<file path="src/include/dual_timer_pkg.sv">
// Package with register map, field positions and encodings of the dual timer control block
package dual_timer_pkg;
	// Register addresses on the memory-manipulation port
	localparam logic [15:0] ADDR_FIRST_MODE = 16'hff62;
	localparam logic [15:0] ADDR_CARRIER_OUT = 16'hff67;
	localparam logic [15:0] ADDR_SECOND_MODE = 16'hff69;
	localparam logic [7:0] MODE_RESET = 8'h00;
	// First timer mode register fields
	localparam int FM_RUN = 7;
	localparam int FM_CLK_HI = 4;
	localparam int FM_CLK_LO = 3;
	localparam int FM_MODE = 1;
	localparam logic [7:0] FM_MASK = 8'h9a;
	// Second timer mode register fields
	localparam int SM_RUN = 7;
	localparam int SM_CLK_B2 = 5;
	localparam int SM_CLK_B0 = 3;
	localparam int SM_MODE_HI = 2;
	localparam int SM_MODE_LO = 1;
	localparam int SM_OE = 0;
	localparam logic [7:0] SM_MASK = 8'hbf;
	// Carrier output register fields
	localparam int CO_REMOTE = 2;
	localparam int CO_NEXT = 1;
	localparam int CO_CUR = 0;
	// Joint operating mode, bits {first, second_hi, second_lo}
	typedef enum logic [2:0] {
		MODE_DISCRETE = 3'b000,
		MODE_CASCADE = 3'b101,
		MODE_CARRIER = 3'b011,
		MODE_PWM = 3'b010
	} op_mode_t;
	// First timer clock selections
	localparam logic [1:0] FCLK_DIV64 = 2'h0;
	localparam logic [1:0] FCLK_DIV256 = 2'h1;
	localparam logic [1:0] FCLK_MATCH = 2'h2;
	localparam logic [1:0] FCLK_OUT = 2'h3;
	// Prescaler tap positions (divide by 2^n needs bit n-1)
	localparam int PRE_WIDTH = 8;
	localparam int TAP_DIV2 = 0;
	localparam int TAP_DIV4 = 1;
	localparam int TAP_DIV8 = 2;
	localparam int TAP_DIV16 = 3;
	localparam int TAP_DIV64 = 5;
	localparam int TAP_DIV256 = 7;
	// Second timer clock codes
	localparam logic [2:0] SCLK_DIV1 = 3'h0;
	localparam logic [2:0] SCLK_DIV4A = 3'h1;
	localparam logic [2:0] SCLK_DIV2 = 3'h2;
	localparam logic [2:0] SCLK_DIV4B = 3'h3;
	localparam logic [2:0] SCLK_DIV8 = 3'h4;
	localparam logic [2:0] SCLK_DIV16 = 3'h5;
endpackage

</file>
<file path="src/design/timer_prescaler.sv">
// Free-running prescaler producing one-cycle divide-by-2^n tick pulses
`timescale 1ns/1ps
module timer_prescaler #(
	parameter int WIDTH = 8
) (
	input wire logic i_clk, // System clock
	input wire logic i_rst, // Synchronous reset, active high
	output logic [WIDTH-1:0] o_tick // Tick n pulses once every 2^(n+1) cycles
);
	logic [WIDTH-1:0] cnt_q;
	logic [WIDTH-1:0] cnt_d;

	// Next count
	always_comb begin
		cnt_d = cnt_q + {{(WIDTH-1){1'b0}}, 1'b1};
	end

	// Count register
	always_ff @(posedge i_clk) begin
		if (i_rst) begin
			cnt_q <= '0;
		end else begin
			cnt_q <= cnt_d;
		end
	end

	// Tick n fires when the low n+1 bits roll over to all ones
	for (genvar n = 0; n < WIDTH; n++) begin : g_tick
		assign o_tick[n] = &cnt_q[n:0];
	end
endmodule

</file>
<file path="src/design/dual_timer_ctrl.sv">
// Mode, clock, run and carrier output control for two 8-bit timers
// Behaviour
// First timer run bit low clears and stops first counter; high lets it count.
// First clock field picks div64, div256, second match, or carrier/second output.
// Mode bits decode discrete, cascade, carrier or PWM; other codes forbidden.
// Software writes one mode bit in first register, two in second.
// Cascade ignores first run bit; second run bit governs both counters.
// Cascade forces first timer clock to the second timer output.
// Second run bit clears/stops second counter, both in cascade; set starts.
// Second clock field picks undivided, div4, div2, div8 or div16.
// Output enable low leaves pin in port mode; high drives timer output.
// Both mode registers reset to zero, read/write, bit or byte writes.
// Carrier register write-only, undefined at reset, byte writes only.
// Software writes zeros into carrier register bits 3 to 7.
// With current data high, remote select picks carrier pulses or steady high.
// Current data low drives output low and stops carrier clock (code only forces the pin low; the second timer keeps toggling).
// Rising first-timer match copies next-data buffer into current data.
// Software writes to current data only take effect while output disabled.
// Software rewrites next-data buffer by byte write before re-enabling.
// Software loads compares and both data bits before carrier mode starts.
// Carrier mode: second timer makes carrier, first timer matches gate it.
// Carrier/PWM: low-width compare sets low time, high-width compare high time.
// Software sets pin direction output and clears port latch for timer use.
`timescale 1ns/1ps
module dual_timer_ctrl
	import dual_timer_pkg::*;
#(
	parameter int WIDTH = 8
) (
	input wire logic i_clk, // System clock
	input wire logic i_rst, // Synchronous reset, active high
	input wire logic [15:0] i_addr, // Memory-manipulation address
	input wire logic i_wr, // Write strobe
	input wire logic [7:0] i_wmask, // Bit mask of write (ff byte, one-hot bit)
	input wire logic [7:0] i_wdata, // Write data
	output logic [7:0] o_rdata, // Read data, zero for write-only/unmapped
	input wire logic [WIDTH-1:0] i_first_compare, // First timer compare value
	input wire logic [WIDTH-1:0] i_second_low_width_compare, // Low-width compare
	input wire logic [WIDTH-1:0] i_second_high_width_compare, // High-width compare
	input wire logic i_port_latch, // Port output latch of shared pin
	output logic [WIDTH-1:0] o_first_counter, // First counter value
	output logic [WIDTH-1:0] o_second_counter, // Second counter value
	output logic o_first_match, // First timer match pulse
	output logic o_second_match, // Second timer match pulse
	output logic o_timer_out_pin // Level presented to shared pin
);
	import dual_timer_pkg::*;

	logic [7:0] first_mode_q, first_mode_d;
	logic [7:0] second_mode_q, second_mode_d;
	logic remote_q, remote_d;
	logic next_q, next_d;
	logic cur_q, cur_d;
	logic [WIDTH-1:0] cnt1_q, cnt1_d, cnt2_q, cnt2_d;
	logic tout_q, tout_d;
	logic match1_q, match1_d;
	logic pin_q, pin_d;
	logic [PRE_WIDTH-1:0] tick;
	op_mode_t mode;
	logic cascade, carrier, pwm;
	logic run1, run2, tick2, tick1;
	logic hit1, hit2, hit_lo, hit_hi, carry2, tout_edge;
	logic joint;

	timer_prescaler #(.WIDTH(PRE_WIDTH)) u_pre (
		.i_clk(i_clk),
		.i_rst(i_rst),
		.o_tick(tick)
	);

	// Merge a masked write into a register value
	function automatic logic [7:0] merge(input logic [7:0] old, input logic [7:0] msk,
			input logic [7:0] val, input logic [7:0] impl);
		merge = ((old & ~msk) | (val & msk)) & impl;
	endfunction

	// Write strobe aimed at one register address
	function automatic logic wr_hit(input logic wr, input logic [15:0] addr,
			input logic [15:0] target);
		wr_hit = wr && (addr == target);
	endfunction

	// Joint mode decode
	always_comb begin
		mode = op_mode_t'({first_mode_q[FM_MODE], second_mode_q[SM_MODE_HI],
			second_mode_q[SM_MODE_LO]});
		cascade = (mode == MODE_CASCADE);
		carrier = (mode == MODE_CARRIER);
		pwm = (mode == MODE_PWM);
		run2 = second_mode_q[SM_RUN];
		run1 = cascade ? run2 : first_mode_q[FM_RUN];
	end

	// Second timer clock select
	always_comb begin
		unique case (second_mode_q[SM_CLK_B2:SM_CLK_B0])
			SCLK_DIV1: tick2 = 1'b1;
			SCLK_DIV4A, SCLK_DIV4B: tick2 = tick[TAP_DIV4];
			SCLK_DIV2: tick2 = tick[TAP_DIV2];
			SCLK_DIV8: tick2 = tick[TAP_DIV8];
			SCLK_DIV16: tick2 = tick[TAP_DIV16];
			default: tick2 = 1'b0; // Forbidden codes stall the counter
		endcase
	end

	// Second timer compares and output edges
	always_comb begin
		hit_lo = tick2 && (cnt2_q == i_second_low_width_compare);
		hit_hi = tick2 && (cnt2_q == i_second_high_width_compare);
		carry2 = tick2 && (&cnt2_q);
		// in carrier/PWM the active compare depends on current level
		hit2 = (carrier || pwm) ? (tout_q ? hit_hi : hit_lo) : hit_lo;
		tout_edge = run2 && (hit2 || ((carrier || pwm) && carry2));
	end

	// First timer clock select
	always_comb begin
		if (cascade) begin
			tick1 = tout_edge && !tout_q;
		end else begin
			unique case (first_mode_q[FM_CLK_HI:FM_CLK_LO])
				FCLK_DIV64: tick1 = tick[TAP_DIV64];
				FCLK_DIV256: tick1 = tick[TAP_DIV256];
				FCLK_MATCH: tick1 = run2 && hit2;
				FCLK_OUT: tick1 = tout_edge && !tout_q; // carrier clock or output
			endcase
		end
		hit1 = tick1 && (cnt1_q == i_first_compare);
	end

	// Counter next values
	always_comb begin
		cnt1_d = cnt1_q;
		cnt2_d = cnt2_q;
		tout_d = tout_q;
		// Cascade clears both halves only when both compares match at once
		joint = cascade && tick2 && hit_lo && (cnt1_q == i_first_compare);
		if (!run2) begin
			cnt2_d = '0;
			tout_d = 1'b0;
		end else if (cascade) begin
			if (tick2) begin
				cnt2_d = cnt2_q + {{(WIDTH-1){1'b0}}, 1'b1};
			end
			if (joint) begin
				cnt2_d = '0; // Joint 16-bit match
				tout_d = !tout_q;
			end else if (tout_edge) begin
				tout_d = !tout_q;
			end
		end else if (tout_edge) begin
			cnt2_d = '0;
			tout_d = !tout_q;
		end else if (tick2) begin
			cnt2_d = cnt2_q + {{(WIDTH-1){1'b0}}, 1'b1};
		end
		if (!run1) begin
			cnt1_d = '0;
		end else if (joint || (hit1 && !cascade)) begin
			cnt1_d = '0; // Lone first-half match does not clear in cascade
		end else if (tick1) begin
			cnt1_d = cnt1_q + {{(WIDTH-1){1'b0}}, 1'b1};
		end
		// In cascade only the joint match counts, so the lone flag stays low
		match1_d = hit1 && run1 && !cascade;
	end

	// Register writes and carrier data transfer
	always_comb begin
		first_mode_d = first_mode_q;
		second_mode_d = second_mode_q;
		remote_d = remote_q;
		next_d = next_q;
		cur_d = cur_q;
		if (wr_hit(i_wr, i_addr, ADDR_FIRST_MODE)) begin
			first_mode_d = merge(first_mode_q, i_wmask, i_wdata, FM_MASK);
		end
		if (wr_hit(i_wr, i_addr, ADDR_SECOND_MODE)) begin
			second_mode_d = merge(second_mode_q, i_wmask, i_wdata, SM_MASK);
		end
		// byte-wide write only; upper bits are not stored
		if (wr_hit(i_wr, i_addr, ADDR_CARRIER_OUT)) begin
			remote_d = i_wdata[CO_REMOTE];
			next_d = i_wdata[CO_NEXT];
			if (!second_mode_q[SM_OE]) begin
				cur_d = i_wdata[CO_CUR];
			end
		end
		if (match1_d && !match1_q) begin
			cur_d = next_q;
		end
	end

	// Pin level
	always_comb begin
		if (!second_mode_q[SM_OE]) begin
			pin_d = i_port_latch;
		end else if (carrier) begin
			if (!cur_q) begin
				pin_d = 1'b0;
			end else begin
				pin_d = remote_q ? 1'b1 : tout_q;
			end
		end else begin
			pin_d = tout_q;
		end
	end

	// Mode and carrier control registers; carrier bits start at zero
	always_ff @(posedge i_clk) begin
		if (i_rst) begin
			first_mode_q <= MODE_RESET;
			second_mode_q <= MODE_RESET;
			remote_q <= 1'b0;
			next_q <= 1'b0;
			cur_q <= 1'b0;
		end else begin
			first_mode_q <= first_mode_d;
			second_mode_q <= second_mode_d;
			remote_q <= remote_d;
			next_q <= next_d;
			cur_q <= cur_d;
		end
	end

	// Counters, timer output and first match flag
	always_ff @(posedge i_clk) begin
		if (i_rst) begin
			cnt1_q <= '0;
			cnt2_q <= '0;
			tout_q <= 1'b0;
			match1_q <= 1'b0;
		end else begin
			cnt1_q <= cnt1_d;
			cnt2_q <= cnt2_d;
			tout_q <= tout_d;
			match1_q <= match1_d;
		end
	end

	// Pin register keeps the pin glitch free when the source switches
	always_ff @(posedge i_clk) begin
		if (i_rst) begin
			pin_q <= 1'b0;
		end else begin
			pin_q <= pin_d;
		end
	end

	// Read mux: the carrier register is write-only
	always_comb begin
		unique case (i_addr)
			ADDR_FIRST_MODE: o_rdata = first_mode_q;
			ADDR_SECOND_MODE: o_rdata = second_mode_q;
			default: o_rdata = 8'h00;
		endcase
	end

	assign o_first_counter = cnt1_q;
	assign o_second_counter = cnt2_q;
	assign o_first_match = match1_q;
	assign o_second_match = run2 && hit2;
	assign o_timer_out_pin = pin_q;
endmodule

</file>
<file path="config.mk">
export PLATFORM = sky130hd
export DESIGN_NAME = dual_timer_ctrl
export DESIGN_NICKNAME = d
export VERILOG_FILES = /design/src/include/dual_timer_pkg.sv /design/src/design/timer_prescaler.sv /design/src/design/dual_timer_ctrl.sv
export SDC_FILE = /design/constraint.sdc
export NUM_CORES = 1
export LEC_CHECK = 0
export ABC_AREA = 1
export BUFFER_PORTS_ARGS = -buffer_cell sky130_fd_sc_hd__buf_2
export CAP_MARGIN = 25
export CORE_UTILIZATION = 45
export DETAILED_ROUTE_END_ITERATION = 16
export GPL_ROUTABILITY_DRIVEN = 0
export PLACE_DENSITY = 0.75
export SYNTH_ARGS = -nofsm -noshare
export SYNTH_HDL_FRONTEND = slang
export SYNTH_SLANG_ARGS = --single-unit
</file>
<file path="constraint.sdc">
create_clock -name i_clk -period 2.5 [get_ports i_clk]
set_input_delay 0.75 -clock i_clk [delete_from_list [all_inputs] [get_ports i_clk]]
set_output_delay 0.75 -clock i_clk [all_outputs]
set_load 0.1 [all_outputs]
</file>
Yosys cells after proc, flatten, opt, wreduce, memory -nomap -nowiden
Cells that the tools add are included.

Register bits after elaboration: 41. Input bits: 60. Output and inout bits: 27. Word-level logic and storage cells: 98.

Add/sub/neg operators: 3. Eq/ne operators: 18. Muxes and demuxes: 21. Bitwise logic cells: 8. Reduce and logical (&&, ||, !) cells: 37.

Operators with widths (count): 16-bit == test (second input constant) (3); 8-bit 2-to-1 mux (4); 8-bit by 1-bit adder with 8-bit output (second input constant) (3); 8-bit bitwise AND (3); 8-bit == test (3); 1-bit logical AND (18); 8-bit OR (2); 8-bit case mux with 2 select lines (1); 8-bit AND reduction (2); 1-bit 2-to-1 mux (14); 3-bit by 2-bit == test with 1-bit output (second input constant) (4); 3-bit == test (second input constant) (3); 8-bit NOT (1); 6-bit AND reduction (1); 1-bit case mux with 5 select lines (1); 2-bit == test (second input constant) (2); 1-bit case mux with 4 select lines (1); 2-bit AND reduction (2); 4-bit AND reduction (1); 2-bit OR reduction (2); 3-bit by 1-bit == test with 1-bit output (second input constant) (1); 1-bit logical NOT (3); 3-bit logical NOT (1); 1-bit logical OR (3); 7 further kinds (8).

Longest topological paths before layout
Depth in word-level cells: 17. Gate-level depth with buffers: 18. Gate-level depth less buffers: 17.

Hierarchy
A second synthesis with hierarchy kept.

Cell total of the unflattened synthesis: 415. Area total of the unflattened synthesis: 2670.1 um^2.

By module, submodules not included: dual_timer_ctrl (instances 1, cells each 358, area an instance 2282.2 um^2); timer_prescaler (instances 1, cells each 57, area an instance 387.9 um^2).

Worst setup path after synthesis
No wires, ideal clock.

Kind: input-to-output. Start: input port i_addr[9]. End: output port o_rdata[1]. Arrival time: 2.851 ns. Data required time: 1.750 ns. Setup slack: -1.101 ns. Stages: 4. Buffers on the path: 0. Cells stage by stage: nand2_1 > nor3_1 > nand4_1 > o22ai_1.

Longest elaborated chain between the ends: 2. Elaborated cells between the ends (all ways): 3. Classes of those cells: eq/ne: 2; mux: 1.

Ends and longest elaborated chain: start: declaration (RTL line dual_timer_ctrl.sv:32) `input wire logic [15:0] i_addr,`; 16-bit == test (RTL line dual_timer_ctrl.sv:252) `unique case (i_addr)`; 8-bit case mux with 2 select lines * (RTL line dual_timer_ctrl.sv:252); end: declaration (RTL line dual_timer_ctrl.sv:36) `output logic [7:0] o_rdata,`.

Every way passes the cells marked *; elsewhere a longest branch is shown, timed or not.

Final worst setup path
Start: register u_pre.cnt_q[1]. End: output port o_second_match.

Longest elaborated chain between the ends: 6. Elaborated cells between the ends (all ways): 9. Classes of those cells: mux: 3; reduce/logical: 6.

Ends and longest elaborated chain: start: declaration (RTL line timer_prescaler.sv:10) `logic [WIDTH-1:0] cnt_q;`; start signal: assignment (RTL line timer_prescaler.sv:23) `cnt_q <= cnt_d;`; 4-bit AND reduction, or another cell as far along (RTL line timer_prescaler.sv:29) `assign o_tick[n] = &cnt_q[n:0];`; 1-bit case mux with 5 select lines * (RTL line dual_timer_ctrl.sv:96) `unique case (second_mode_q[SM_CLK_B2:SM_CLK_B0])`; 1-bit logical AND (on tied branches) (RTL line dual_timer_ctrl.sv:108, dual_timer_ctrl.sv:109); 1-bit 2-to-1 mux (RTL line dual_timer_ctrl.sv:112) `hit2 = (carrier || pwm) ? (tout_q ? hit_hi : hit_lo) : hit_lo;`; 1-bit 2-to-1 mux * (RTL line dual_timer_ctrl.sv:112); 1-bit logical AND * (RTL line dual_timer_ctrl.sv:262) `assign o_second_match = run2 && hit2;`; end: declaration (RTL line dual_timer_ctrl.sv:44) `output logic o_second_match,`.

Marked as above.

==> key figures <==
Drt
  – DRT iter0 DRCs: 105
  – Number of routed nets with antenna violations: 0
  – Post-DR wirelength/cell: 11.8 um
  – WL final: 6.81 mm
  – Drt pass-1 iters: 5
  – DRC Markers: 0
  – Vias per Instance: ~5.0
  – Via Count: 2862

Logic synthesis
  – Post-Synthesis Cells: 389
  – Sequential share of the synthesized area: 0.316
  – Number of distinct library cells after synthesis: 36
  – Top post-synthesis cells by count: nand2_1 (87), inv_1 (58), nor2_1 (48)
  – Synth Warn #: 0
  – Yosys top cell by area: dfxtp_1
  – Count leader, synth: nand2_1
  – Post-synth EDFFs: 0
  – Cell Area, Synth: around 2600 um2
  – Synth area leaders: dfxtp_1 (32%), nand2_1 (13%), inv_1 (8.4%)
  – Register bit total from synthesis: 41
  – Post-synth top area share: 0.316
  – Mean Syn Cell Area: 6.67 um2
  – Fraction of registers with async set or reset after synthesis: 0
  – Synth Flop Type: dfxtp_1
  – Syn_nets: 454

Outcome
  – Failing checks: setup timing
  – Outcome: finished, violations left

STA
  – Slew @ Worst Pin: 0.589 ns
  – RSZ-0062 raised after global routing: yes
  – Hold_ws: 0.483 ns
  – Final setup fails: 15
  – Fin crit share: 1.07
  – Max-slew headroom: 0.606
  – Fin. Hold Viols: 0
  – Worst Skew: 0.00697 ns
  – Post-layout minimum cycle time: around 2.7 ns
  – Setup ws final: -0.177 ns
  – Fmax achieved: 373 MHz
  – Slew Limit Fails: 0

Power and ir drop
  – Sequential fraction of design power: 0.498
  – Static leakage: 1.66 nW
  – Worst VDD drop: approximately 270 uV
  – Pwr dens: 343 nW/um2
  – Internal power: 0.00101 W
  – Combinational share of power: 0.111
  – Switching part of the total: 0.233
  – NetSw: 0.000307 W
  – Power share of the clock group: 0.391

Worst setup path
  – Slowest cell on crit path: dfxtp_2
  – Critical path peak fanout: 4
  – CP Cell Sequence: ha_4 -> ha_4 -> nor2_1 -> nor2_1 -> nor2_2 -> nor2_4 -> buf_6 -> nand3_2 -> nand2_2 -> nand2_4 -> clkinvlp_4 -> buf_12
  – Worst setup EP type: output port
  – Crit-path max cell delay: roughly 0.36 ns
  – CP Launch Type: flip-flop
  – Buf/Inv on CP: 3
  – WP data arrival: 1.93 ns
  – Req. time, crit path: 1.75 ns
  – Cell family with most CP delay: simple AND/OR/NAND/NOR gates
  – WS Path Type: flip-flop to output port

Clock tree
  – Clock buffer count from CTS: 5
  – Root buffer cell: clkbuf_8
  – Reg clk slew, reported paths: 0.08 ns
  – H-tree Lvls: 2
  – TritonCTS clock tree: yes
  – Clock sinks: 41
  – Worst-Skew Late Latency: 0.29 ns
  – CTS hold repair buffers: 0
  – CTS Buffer Depth: 2

Global route
  – Vias in the first global route: roughly 2.7k
  – Pin count of the biggest net entering global routing: 18
  – First-pass GRT wire length: 11.2 mm
  – Initial antenna violation count: 0
  – GRT Overall Usage: 0.229
  – Congestion Overflow GR: 0

Placement
  – IO Port Bufs: 83
  – Area after DPL: 3400 um2
  – Post-DP HPWL: 4.93 mm
  – Cell Count Post-Placement: 556

Floorplan
  – Die width: 77.9 um
  – Num rows: 27
  – Core Region: 5540 um2
  – Initial Util: 0.468
  – Die Footprint: 6070 um2
  – Die height: about 78 um
  – IO Count: 87

Min path
  – Hold crit path type: flip-flop to flip-flop

Job
  – Max Cap Viol: 0

Cells and area
  – Final net count: 568
  – Area grow syn2layout: 48.0%
  – Fin area: 3840 um2
  – Final core occ: 0.693
  – Layout cells sized above 1: 0.381
  – Antenna Cells: 0
  – Fin cells: between 500 and 600
cell usage in the layout, fill, tap and decap left out, drive strengths merged:
cell | Yosys | final
buf | 3 | 111
nand2 | 94 | 95
inv | 64 | 63
nor2 | 50 | 50
dfxtp | 41 | 41
nand3 | 26 | 26
a21oi | 24 | 24
o21ai | 19 | 19
xor2 | 12 | 12
nand4 | 11 | 11
xnor2 | 11 | 11
nor3 | 10 | 10
clkbuf | 2 | 8
ha | 5 | 5
o22ai | 4 | 4
or2 | 3 | 3
nor4 | 3 | 3
and3 | 1 | 1
nand3b | 1 | 1
clkinvlp | 0 | 1
o41ai | 1 | 1
o21a | 1 | 1
a211oi | 1 | 1
a22oi | 1 | 1
conb | 1 | 1
path summary, 6_finish.rpt:
check / start / endpoint / slack, ns / cells past startpoint
hold reg to reg: u_pre.cnt_q[4] / u_pre.cnt_q[4] / 0.48 / 2
hold / removal: u_pre.cnt_q[4] / u_pre.cnt_q[4] / 0.48 / 2
setup reg to reg: u_pre.cnt_q[1] / o_first_counter[4] / -0.13 / 18
setup / recovery: u_pre.cnt_q[1] / o_second_match / -0.18 / 12
layer usage:
layer,up-vias,track usage,part of all wire
li1,1476,-,-
met1,1287,0.265,0.43
met2,91,0.430,0.50
met3,8,0.0365,0.051
met4,0,0.0685,0.012
met5,-,0,0
worst register-to-register path, stage by stage, from the launching register on:
cell and delay [ns]:
dfxtp_2 0.36, ha_4 0.16, ha_4 0.12, nor2_1 0.03, nor2_1 0.13, nor2_2 0.06, nor2_4 0.13, buf_6 0.12
inv_4 0.03, nor4_4 0.16, nand2_1 0.10, o41ai_2 0.22, ha_2 0.26, nand3_2 0.10, nand3_4 0.13, buf_12 0.12
nand3_4 0.09, nand2_8 0.14, a21oi_2 0.04
layout make-up:
class	instances	area [um2]
Sequential cell	41	848
Clock buffer	8	111
Tap cell	72	90.1
Timing Repair Buffer	111	808
Multi-Input combinational cell	280	1730
Fill cell	457	1700
Inverter	64	249
power by group through the flow:
stage	clock network, W	registers (W)	logic, W
global route	0.000554	0.000657	0.000163
detailed placement	0	0.000669	0.000132
finish	0.000515	0.000657	0.000146
CTS	0.000523	0.000657	0.000141
global placement	0	0.000669	0.000127
floorplan	0	0.000675	0.0000523
cell families (layout without fill, tap and decap cells):
logic type	after synthesis	after routing	share of synthesized area
and+or+nand+nor	199	200	0.361
buffers and inverters	69	183	0.103
AOI/OAI and AO/OA	51	51	0.116
DFF	41	41	0.316
xor gates and xnor gates	23	23	0.0776
adders and majority gates	5	5	0.0241
other	1	1	0.00145
stage by stage:
stage	power [W]	worst slack (ns)	TNS, ns
after CTS	0.00132	-0.145	-1.23
after global placement	0.000796	-0.107	-1.17
final	0.00132	-0.177	-1.43
after detailed placement	0.000801	-0.183	-2.00
after global routing	0.00137	-0.345	-4.03
after floorplan	0.000728	-0.620	-3.87
what timing repair did:
action,CTS,global route
endpoints found under the setup margin,16,19
buffers inserted,6,5
pin swaps,9,9
gates cloned,1,0
resized for setup,34,13
No activity file was read; power rests on OpenSTA's default activity.
